### src/tit_cfg.svh
`ifndef TIT_CFG_SVH
`define TIT_CFG_SVH
`define TIT_OFF_CNT0 8'h20
`define TIT_OFF_CNT1 8'h24
`define TIT_OFF_CNT2 8'h28
`define TIT_OFF_CTRL 8'h2c
`define TIT_SEL_HI 7
`define TIT_SEL_LO 6
`define TIT_ACC_HI 5
`define TIT_ACC_LO 4
`define TIT_MODE_HI 3
`define TIT_MODE_LO 1
`define TIT_BCD_BIT 0
`define TIT_RB_CNT_N 5
`define TIT_RB_STA_N 4
`define TIT_SYS_HZ 100000000
`define TIT_CNT_HZ 10000000
`define TIT_DIV_CYC (`TIT_SYS_HZ / `TIT_CNT_HZ)
`endif

### src/tit_pkg.sv
package tit_pkg;
	typedef enum logic [1:0] {TIT_ACC_LATCH, TIT_ACC_LSB, TIT_ACC_MSB, TIT_ACC_BOTH} tit_acc_t;
	typedef struct packed {
		logic [1:0] acc;
		logic [2:0] mode;
		logic bcd;
	} tit_cfg_t;
	typedef struct packed {
		logic [7:0] addr;
		logic [7:0] wdata;
		logic wr;
		logic rd;
	} tit_bus_t;
	typedef enum logic {TIT_BYTE_LO, TIT_BYTE_HI} tit_byte_t;
endpackage

### src/tit_timer.sv
// Our own choice: strobed register access.
`timescale 1ns/100ps
`include "tit_cfg.svh"
// Functional notes
// - three 16-bit counters, counts 2..65535
// - internal 10 MHz count clock
// - counter zero internal or external event clock
// - counters one, two cascaded; rising out triggers
// - data at 0x20/0x24/0x28, control 0x2c
// - counts move as low and high bytes
// - control fields select, access, mode, bcd
// - select 11 means read-back command
// - access latch, low, high, low-then-high
// - mode decode, top bit ignored modes 2,3
// - binary or bcd counting
// - read-back latches chosen counts or status
// - null count set on write, cleared on load
// - mode 0 high at terminal count
// - mode 0 first byte halts, second restarts
// - mode 1 retriggerable one-shot
// - mode 2 rate generator, one-clock low
// - mode 3 square wave, odd split
// - mode 4 one-clock strobe at terminal count
// - mode 5 gate-triggered strobe
// - latch command holds count for reads
module tit_timer (
	input wire logic clk_in,
	input wire logic nrst_in,
	input tit_pkg::tit_bus_t bus_in,
	output logic [7:0] rdata_out,
	input wire logic ext_clk_sel_in,
	input wire logic external_event_clock_in,
	input wire logic first_counter_gate_in,
	input wire logic [2:1] gate_in,
	output logic [2:0] cnt_out,
	output logic conv_trig_out
);
	import tit_pkg::*;
	logic [3:0] div_r;
	logic tick_r;
	logic [1:0] ext_sync_r;
	logic ext_prev_r;
	logic [2:0] g_s1_r, g_s2_r;
	logic [2:0] cen;
	logic out2_prev_r;
	logic out1_prev_r;
	logic sel_cnt;
	logic [1:0] sel_idx;
	logic rd_hit_r;
	logic [2:0][7:0] rd_byte;

	assign sel_cnt = bus_in.addr == `TIT_OFF_CNT0 || bus_in.addr == `TIT_OFF_CNT1 ||
		bus_in.addr == `TIT_OFF_CNT2;
	assign sel_idx = bus_in.addr[3:2];

	// 10 MHz count enable from 100 MHz system clock
	always_ff @(posedge clk_in or negedge nrst_in) begin
		if (!nrst_in) begin
			div_r <= 4'h0;
			tick_r <= 1'b0;
		end else begin
			tick_r <= div_r == 4'((`TIT_DIV_CYC) - 1);
			div_r <= (div_r == 4'((`TIT_DIV_CYC) - 1)) ? 4'h0 : div_r + 4'h1;
		end
	end

	// external clock and gates synchronised; first stage feeds only second
	always_ff @(posedge clk_in or negedge nrst_in) begin
		if (!nrst_in) begin
			ext_sync_r <= 2'h0;
			ext_prev_r <= 1'b0;
			g_s1_r <= 3'h0;
			g_s2_r <= 3'h0;
			out2_prev_r <= 1'b1;
		end else begin
			ext_sync_r <= {ext_sync_r[0], external_event_clock_in};
			ext_prev_r <= ext_sync_r[1];
			g_s1_r <= {gate_in, first_counter_gate_in};
			g_s2_r <= g_s1_r;
			out2_prev_r <= cnt_out[2];
		end
	end

	// counter zero picks timer or event clock; one and two form the pacer chain
	assign cen[0] = ext_clk_sel_in ? (ext_sync_r[1] & ~ext_prev_r) : tick_r;
	assign cen[1] = tick_r;
	assign cen[2] = cnt_out[1] & ~out1_prev_r;
	always_ff @(posedge clk_in or negedge nrst_in) begin
		if (!nrst_in) begin
			out1_prev_r <= 1'b1;
			conv_trig_out <= 1'b0;
		end else begin
			out1_prev_r <= cnt_out[1];
			conv_trig_out <= cnt_out[2] & ~out2_prev_r;
		end
	end

	genvar i;
	generate
		for (i = 0; i < 3; i++) begin : g_cnt
			tit_cfg_t cfg_r;
			logic [15:0] cnt_r, init_r, hold_r;
			logic [7:0] lsb_r;
			logic out_r, null_r, armed_r, run_r, trig_r, gprev_r, odd_ph_r;
			logic hold_v_r, stat_v_r, wb_r, rb_r;
			logic [7:0] stat_r;
			logic wr_dat, wr_ctl, rb_hit, rd_me, gate, gedge, ce;
			logic [15:0] dec1, dec2, dec3, nxt;
			logic [2:0] md;
			assign gate = g_s2_r[i];
			assign gedge = gate & ~gprev_r;
			assign ce = cen[i];
			assign md = cfg_r.mode[1] ? {1'b0, cfg_r.mode[1:0]} : cfg_r.mode;
			assign wr_dat = bus_in.wr && sel_cnt && sel_idx == 2'(i);
			assign wr_ctl = bus_in.wr && bus_in.addr == `TIT_OFF_CTRL &&
				bus_in.wdata[`TIT_SEL_HI:`TIT_SEL_LO] == 2'(i);
			assign rb_hit = bus_in.wr && bus_in.addr == `TIT_OFF_CTRL &&
				bus_in.wdata[7:6] == 2'h3 && bus_in.wdata[i + 1];
			assign rd_me = bus_in.rd && sel_cnt && sel_idx == 2'(i);

			// bcd-aware decrement by k
			function automatic logic [15:0] dec_k(input logic [15:0] v, input logic bcd,
				input logic [1:0] k);
				logic [15:0] r;
				r = v;
				for (int n = 0; n < 3; n++) begin
					if (n < k) begin
						if (!bcd)
							r = r - 16'h1;
						else if (r[3:0] != 4'h0)
							r = r - 16'h1;
						else if (r[7:4] != 4'h0)
							r = {r[15:8], r[7:4] - 4'h1, 4'h9};
						else if (r[11:8] != 4'h0)
							r = {r[15:12], r[11:8] - 4'h1, 8'h99};
						else
							r = {(r[15:12] == 4'h0) ? 4'h9 : r[15:12] - 4'h1, 12'h999};
					end
				end
				return r;
			endfunction
			assign dec1 = dec_k(cnt_r, cfg_r.bcd, 2'd1);
			assign dec2 = dec_k(cnt_r, cfg_r.bcd, 2'd2);
			assign dec3 = dec_k(cnt_r, cfg_r.bcd, 2'd3);

			// control write, count bytes, null count, latches
			always_ff @(posedge clk_in or negedge nrst_in) begin
				if (!nrst_in) begin
					cfg_r <= '0;
					init_r <= 16'h0;
					lsb_r <= 8'h0;
					wb_r <= 1'b0;
					rb_r <= 1'b0;
					armed_r <= 1'b0;
					null_r <= 1'b1;
					hold_r <= 16'h0;
					hold_v_r <= 1'b0;
					stat_r <= 8'h0;
					stat_v_r <= 1'b0;
				end else begin
					if (wr_ctl && bus_in.wdata[5:4] == 2'h0) begin
						if (!hold_v_r) begin
							hold_r <= cnt_r;
							hold_v_r <= 1'b1;
						end
					end else if (wr_ctl) begin
						cfg_r <= '{acc: bus_in.wdata[`TIT_ACC_HI:`TIT_ACC_LO],
							mode: bus_in.wdata[`TIT_MODE_HI:`TIT_MODE_LO],
							bcd: bus_in.wdata[`TIT_BCD_BIT]};
						wb_r <= 1'b0;
						rb_r <= 1'b0;
						armed_r <= 1'b0;
						null_r <= 1'b1;
						hold_v_r <= 1'b0;
						stat_v_r <= 1'b0;
					end else if (wr_dat) begin
						unique case (tit_acc_t'(cfg_r.acc))
							TIT_ACC_LSB: begin
								init_r <= {8'h0, bus_in.wdata};
								armed_r <= 1'b1;
								null_r <= 1'b1;
							end
							TIT_ACC_MSB: begin
								init_r <= {bus_in.wdata, 8'h0};
								armed_r <= 1'b1;
								null_r <= 1'b1;
							end
							TIT_ACC_BOTH: begin
								if (wb_r == TIT_BYTE_LO) begin
									lsb_r <= bus_in.wdata;
									armed_r <= 1'b0;
								end else begin
									init_r <= {bus_in.wdata, lsb_r};
									armed_r <= 1'b1;
									null_r <= 1'b1;
								end
								wb_r <= ~wb_r;
							end
							TIT_ACC_LATCH: ;
						endcase
					end else if (trig_r && ce) begin
						null_r <= 1'b0;
					end
					if (rb_hit && !bus_in.wdata[`TIT_RB_CNT_N] && !hold_v_r) begin
						hold_r <= cnt_r;
						hold_v_r <= 1'b1;
					end
					if (rb_hit && !bus_in.wdata[`TIT_RB_STA_N] && !stat_v_r) begin
						stat_r <= {out_r, null_r, cfg_r};
						stat_v_r <= 1'b1;
					end
					if (rd_me) begin
						if (stat_v_r)
							stat_v_r <= 1'b0;
						else if (cfg_r.acc != 2'h3 || rb_r)
							hold_v_r <= 1'b0;
						if (!stat_v_r && cfg_r.acc == 2'h3)
							rb_r <= ~rb_r;
					end
				end
			end

			// pending load: set by written count or gate trigger, cleared on the load tick
			always_comb begin
				trig_r = 1'b0;
				unique case (md)
					3'd0, 3'd4: trig_r = armed_r && !run_r;
					3'd1, 3'd5: trig_r = armed_r && gedge;
					default: trig_r = armed_r && (!run_r || gedge);
				endcase
			end
			always_comb begin
				nxt = dec1;
				if (md == 3'd3)
					nxt = (odd_ph_r && cnt_r[0]) ? (out_r ? dec1 : dec3) : dec2;
			end

			// counting element and output
			always_ff @(posedge clk_in or negedge nrst_in) begin
				if (!nrst_in) begin
					cnt_r <= 16'h0;
					out_r <= 1'b1;
					run_r <= 1'b0;
					gprev_r <= 1'b0;
					odd_ph_r <= 1'b0;
				end else begin
					// edge held until the count tick, so a gate that rises between ticks still triggers if it is still high at the tick
					if (ce)
						gprev_r <= gate;
					if (wr_ctl && bus_in.wdata[5:4] != 2'h0) begin
						out_r <= bus_in.wdata[3:1] != 3'h0;
						run_r <= 1'b0;
					end else if (wr_dat && md == 3'd0) begin
						out_r <= 1'b0;
						run_r <= 1'b0;
					end else if (wr_dat && md == 3'd4) begin
						run_r <= 1'b0;
					end else if (md inside {3'd2, 3'd3} && !gate) begin
						out_r <= 1'b1;
						run_r <= 1'b0;
					end else if (ce && trig_r) begin
						cnt_r <= init_r;
						run_r <= 1'b1;
						odd_ph_r <= 1'b1;
						if (md == 3'd1)
							out_r <= 1'b0;
					end else if (ce && (gate || md == 3'd1 || md == 3'd5) && run_r) begin
						cnt_r <= nxt;
						odd_ph_r <= 1'b0;
						unique case (md)
							3'd0: if (nxt == 16'h0) out_r <= 1'b1;
							3'd1: if (nxt == 16'h0) out_r <= 1'b1;
							3'd2: begin
								out_r <= nxt != 16'h1;
								if (cnt_r == 16'h1) begin
									cnt_r <= init_r;
									out_r <= 1'b1;
								end
							end
							3'd3: if (nxt == 16'h0 || cnt_r <= 16'h2) begin
								cnt_r <= init_r;
								out_r <= ~out_r;
								odd_ph_r <= 1'b1;
							end
							3'd4, 3'd5: out_r <= !(nxt == 16'h0 && out_r);
							default: ;
						endcase
					end else if (ce && md inside {3'd4, 3'd5})
						out_r <= 1'b1;
				end
			end
			assign cnt_out[i] = out_r;

			// read mux: status first, then held count, then live count
			logic [15:0] rv;
			assign rv = hold_v_r ? hold_r : cnt_r;
			always_comb begin
				rd_byte[i] = rv[7:0];
				if (stat_v_r)
					rd_byte[i] = stat_r;
				else if (cfg_r.acc == 2'h2 || (cfg_r.acc == 2'h3 && rb_r))
					rd_byte[i] = rv[15:8];
			end

			// strobe lasts one count clock, so it must end at the next count tick
			property p_strobe_one;
				@(posedge clk_in) disable iff (!nrst_in)
					md == 3'd4 && run_r && !out_r && ce && !wr_ctl && !wr_dat |=> out_r;
			endproperty
			a_strobe_one: assert property (p_strobe_one) else $error("strobe low too long");
		end
	endgenerate

	always_ff @(posedge clk_in or negedge nrst_in) begin
		if (!nrst_in) begin
			rd_hit_r <= 1'b0;
			rdata_out <= 8'h0;
		end else begin
			rd_hit_r <= bus_in.rd && sel_cnt;
			rdata_out <= (bus_in.rd && sel_cnt) ? rd_byte[sel_idx] : 8'h0;
		end
	end

	property p_trig;
		@(posedge clk_in) disable iff (!nrst_in) $rose(cnt_out[2]) |=> conv_trig_out;
	endproperty
	a_trig: assert property (p_trig) else $error("no trigger on pacer rise");
	property p_tick;
		@(posedge clk_in) disable iff (!nrst_in) tick_r |=> !tick_r [*8];
	endproperty
	a_tick: assert property (p_tick) else $error("count clock not 10 MHz");
	property p_trig_one;
		@(posedge clk_in) disable iff (!nrst_in) conv_trig_out |=> !conv_trig_out;
	endproperty
	a_trig_one: assert property (p_trig_one) else $error("trigger wider than one");
	property p_rd_zero;
		@(posedge clk_in) disable iff (!nrst_in) !bus_in.rd |=> rdata_out == 8'h0;
	endproperty
	a_rd_zero: assert property (p_rd_zero) else $error("read data outside slot");
	property p_ctrl_rd;
		@(posedge clk_in) disable iff (!nrst_in)
			bus_in.rd && bus_in.addr == `TIT_OFF_CTRL |=> rdata_out == 8'h0;
	endproperty
	a_ctrl_rd: assert property (p_ctrl_rd) else $error("control reads nonzero");
	property p_m0_low;
		@(posedge clk_in) disable iff (!nrst_in)
			bus_in.wr && bus_in.addr == `TIT_OFF_CTRL &&
			bus_in.wdata[`TIT_SEL_HI:`TIT_SEL_LO] == 2'h0 &&
			bus_in.wdata[`TIT_ACC_HI:`TIT_ACC_LO] != 2'h0 &&
			bus_in.wdata[`TIT_MODE_HI:`TIT_MODE_LO] == 3'h0 |=> !cnt_out[0];
	endproperty
	a_m0_low: assert property (p_m0_low) else $error("mode 0 not low");
	property p_m2_high;
		@(posedge clk_in) disable iff (!nrst_in)
			bus_in.wr && bus_in.addr == `TIT_OFF_CTRL &&
			bus_in.wdata[`TIT_SEL_HI:`TIT_SEL_LO] == 2'h0 &&
			bus_in.wdata[`TIT_ACC_HI:`TIT_ACC_LO] != 2'h0 && bus_in.wdata[2] |=> cnt_out[0];
	endproperty
	a_m2_high: assert property (p_m2_high) else $error("mode 2 not high");
	property p_tick_gap;
		@(posedge clk_in) disable iff (!nrst_in) tick_r |-> ##10 tick_r;
	endproperty
	a_tick_gap: assert property (p_tick_gap) else $error("tick period wrong");
	c_trig: cover property (@(posedge clk_in) conv_trig_out);
	c_out0: cover property (@(posedge clk_in) $rose(cnt_out[0]));
	c_rd: cover property (@(posedge clk_in) rd_hit_r && rdata_out != 8'h0);
endmodule

### config.mk
export PLATFORM = sky130hd
export DESIGN_NAME = tit_timer
export DESIGN_NICKNAME = d
export VERILOG_FILES = /design/src/tit_pkg.sv /design/src/tit_timer.sv
export VERILOG_INCLUDE_DIRS = /design/src
export SDC_FILE = /design/constraint.sdc
export NUM_CORES = 1
export LEC_CHECK = 0
export BUFFER_PORTS_ARGS = -buffer_cell sky130_fd_sc_hd__buf_2
export CAP_MARGIN = 40
export CORE_MARGIN = 2
export CORE_UTILIZATION = 40
export CTS_CLUSTER_SIZE = 12
export DETAILED_ROUTE_END_ITERATION = 8
export SKIP_CTS_REPAIR_TIMING = 1
export SLEW_MARGIN = 20
export SYNTH_ARGS = -nofsm -noshare
export SYNTH_HDL_FRONTEND = slang
export SYNTH_SLANG_ARGS = --single-unit
### constraint.sdc
create_clock -name clk_in -period 5.34 [get_ports clk_in]
set_input_delay 0 -clock clk_in [delete_from_list [all_inputs] [get_ports clk_in]]
set_output_delay 0 -clock clk_in [all_outputs]
set_load 0.01 [all_outputs]
==> impl_metrics.ini <==
[outcome]
status = finished, violations left
violations = negative hold slack

[cells_and_area]
n_fill_cell = 5018
syn2layout_area_growth_pct = 22.3
final_nets = 2908
fin_area_um2 = 26100
drive_above_1_share = 0.249
fin_util = 0.496

[sta]
setup_viol = 0
finClkSkew_ps = 19.7
tightest_slew_ps = 1150
drv_slew = 0
hold_viol = 1
hold_slack_ps = -10.8
min_period_ps = 5310
max_slew_margin = 0.236
fin_setup_tns_ps = 0
finalCritPeriodShare = 0.994
fmax_mhz = 188
layout_setup_ws_ps = 33.7
rsz0062_at_grt = true

[grt]
track_usage = 0.290
antenna_found_initial = 2
grt_pass1_vias = 21100
overflow = 0
grt_pass1_wl_um = 128000
grt_max_degree = 170

[place]
place_area_um2 = 24300
io_buffers = 36
gp_congestion = 0.966
place_hpwl_um = 63200
dp_slack_ps = -188

[floorplanning]
die-area_um2 = 55200
io_pins = 37
die_w_um = 235
die_y_um = 235
coreArea_um2 = 52700
start_util = 0.405
rows = 84

[synthesis]
synthCells = 2589
synth_ff_type = dfrtp_1
synth_edf_count = 0
syn_area_um2 = 21300
syn-num-nets = 2647
avgSynthCellArea_um2 = 8.24
synth_seq_cells = 265
async_flop_share = 1.00
synth_warnings = 0
synth_cell_types = 109
synth_seq_area_share = 0.311

[drt]
ant_nets = 0
via_count = 22700
wl_per_cell_um = 23.6
wl_um = 84200
drt_iter0_drc = 2478
avgViaCountPerCell = 6.37
dr.pass1.iters = 6
remaining_drc_errors = 0

[power]
p_int_mw = 4.79
p_leak_nw = 11.1
clkPwrFrac = 0.269
ir_drop_uv = 249
pwr-share-comb = 0.454
pwr-share-seq = 0.277
powerDensity_nw_per_um2 = 301
switching_share = 0.390
power.net_switching_mw = 3.06

[setup_path]
end_kind = flip-flop
worst_ep_required_time_ps = 5870
cp.arrival_ps = 5830
r2r_cells = 22
cp_max_fo = 7
startpoint_type = flip-flop
critPathKind = flip-flop to flip-flop

[clocking]
cts_buffer_depth = 3
cts_buffers = 31
cts_tree = yes
clock_latency_ps = 590
root_buffer = clkbuf_16
cts_num_sinks = 265
htree_levels = 1
clkTransAtPathRegs_ps = 60

[hold_path]
hp-class = primary input to flip-flop
worst_hold_path.num_cells = 4

[job]
maxCapViolCount = 0
[per-layer routing]
metal	share of wire	vias to the layer above	global-route usage	wire [um]
met4	0.030	0	0.0829	2560
met5	0	-	0	0
met2	0.43	1100	0.429	36200
met1	0.45	11100	0.433	38200
met3	0.085	166	0.0457	7180
li1	-	10300	-	-
[area by class of cell]
type,count,area [um^2],area share
clock inverter,13,135,0.00518
timing repair buffer,414,3100,0.119
sequential,265,6640,0.255
antenna,1,2.50,0.0000959
clock buffer,44,865,0.0331
inverter,52,195,0.00748
multi-input combinational,2086,14300,0.548
tap,688,861,0.0330
[kinds of logic after synthesis]
| logic type | share of synthesized area |
|---|---|
| adders and majority gates | 0.0193 |
| and+or+nand+nor | 0.231 |
| xor gates and xnor gates | 0.0226 |
| DFF | 0.311 |
| AOI/OAI and AO/OA | 0.264 |
| muxes | 0.108 |
| buffers and inverters | 0.0437 |
[critical path, cell delays in order (launching register included)]
cell and delay [ps]:
dfrtp_2 460, or2_2 370, o31ai_2 280, o31a_1 270, ha_1 190, inv_1 80, buf_4 150, a211o_1 270
buf_4 160, nor3_2 240, nand3_1 180, xnor2_1 260, nand4_1 220, buf_4 200, nor3_2 280, mux2i_2 380
a21oi_4 110, nor4_4 130, buf_4 170, nor2_2 80, o21ai_0 390, buf_4 190, o221a_2 160
[worst paths after layout]
path | from | endpoint | slack [ps]
hold reg to reg | ext_sync_r[0] | ext_sync_r[1] | 350
hold / removal | bus_in[10] | g_cnt[1].armed_r | -10
setup / recovery | g_cnt[0].cnt_r[3] | g_cnt[0].cnt_r[15] | 30
max in group asynchronous | nrst_in | ext_prev_r | 3820
min in group asynchronous | nrst_in | g_cnt[0].hold_r[14] | 30
setup reg to reg | g_cnt[0].cnt_r[3] | g_cnt[0].cnt_r[15] | 30
[power groups by stage]
stage,Sequential (mW),Clock (mW),Combinational (mW)
floorplan,2.14,0,1.81
global placement,2.20,0,3.22
detailed placement,2.20,0,3.23
CTS,2.17,2.15,3.25
global route,2.18,2.22,3.78
finish,2.18,2.11,3.57
[metrics by stage]
stage          power, mW  cells
2_1_floorplan       3.95   2589
3_3_place_gp        5.42   3454
3_5_place_dp        5.43   3460
4_1_cts             7.56   3517
5_1_grt             8.19   3563
6_report            7.85   3563
[synth_stat cells (15+ instances only)]
library cell	n	area [um^2]
a21oi_1	164	821
ha_1	33	413
a31oi_1	46	288
nor2_1	200	751
nand2b_1	26	163
xor2_1	21	184
clkbuf_1	155	582
inv_1	51	191
o21a_1	21	158
nand3_1	89	445
o31a_1	15	131
o21ai_0	216	1080
mux2i_1	63	631
and2_1	26	163
nor3b_1	34	255
o22ai_1	31	194
mux2_2	99	1110
nor2b_1	19	119
o31ai_1	17	128
o221ai_1	19	166
nor4_1	34	213
nor3_1	71	355
nand2_1	312	1170
a211o_1	15	131
o211ai_1	35	263
a211oi_1	32	240
buf_2	20	100
nand4_1	37	231
or3_1	18	113
dfrtp_1	257	6430
mux4_2	24	541
xnor2_1	34	298
[placed cells by master, fill, tap and decap left out, drive strengths merged, types with 47 or more instances in the layout]
| cell | Yosys | layout |
|---|---|---|
| nand2 | 312 | 312 |
| clkbuf | 155 | 47 |
| dfrtp | 257 | 257 |
| o21ai | 231 | 231 |
| a21oi | 164 | 164 |
| mux2i | 63 | 63 |
| nor3 | 76 | 76 |
| a31oi | 48 | 48 |
| mux2 | 100 | 100 |
| inv | 51 | 55 |
| buf | 31 | 395 |
| nand3 | 90 | 90 |
| nor2 | 201 | 201 |
Power figures use the tool's default switching activity.
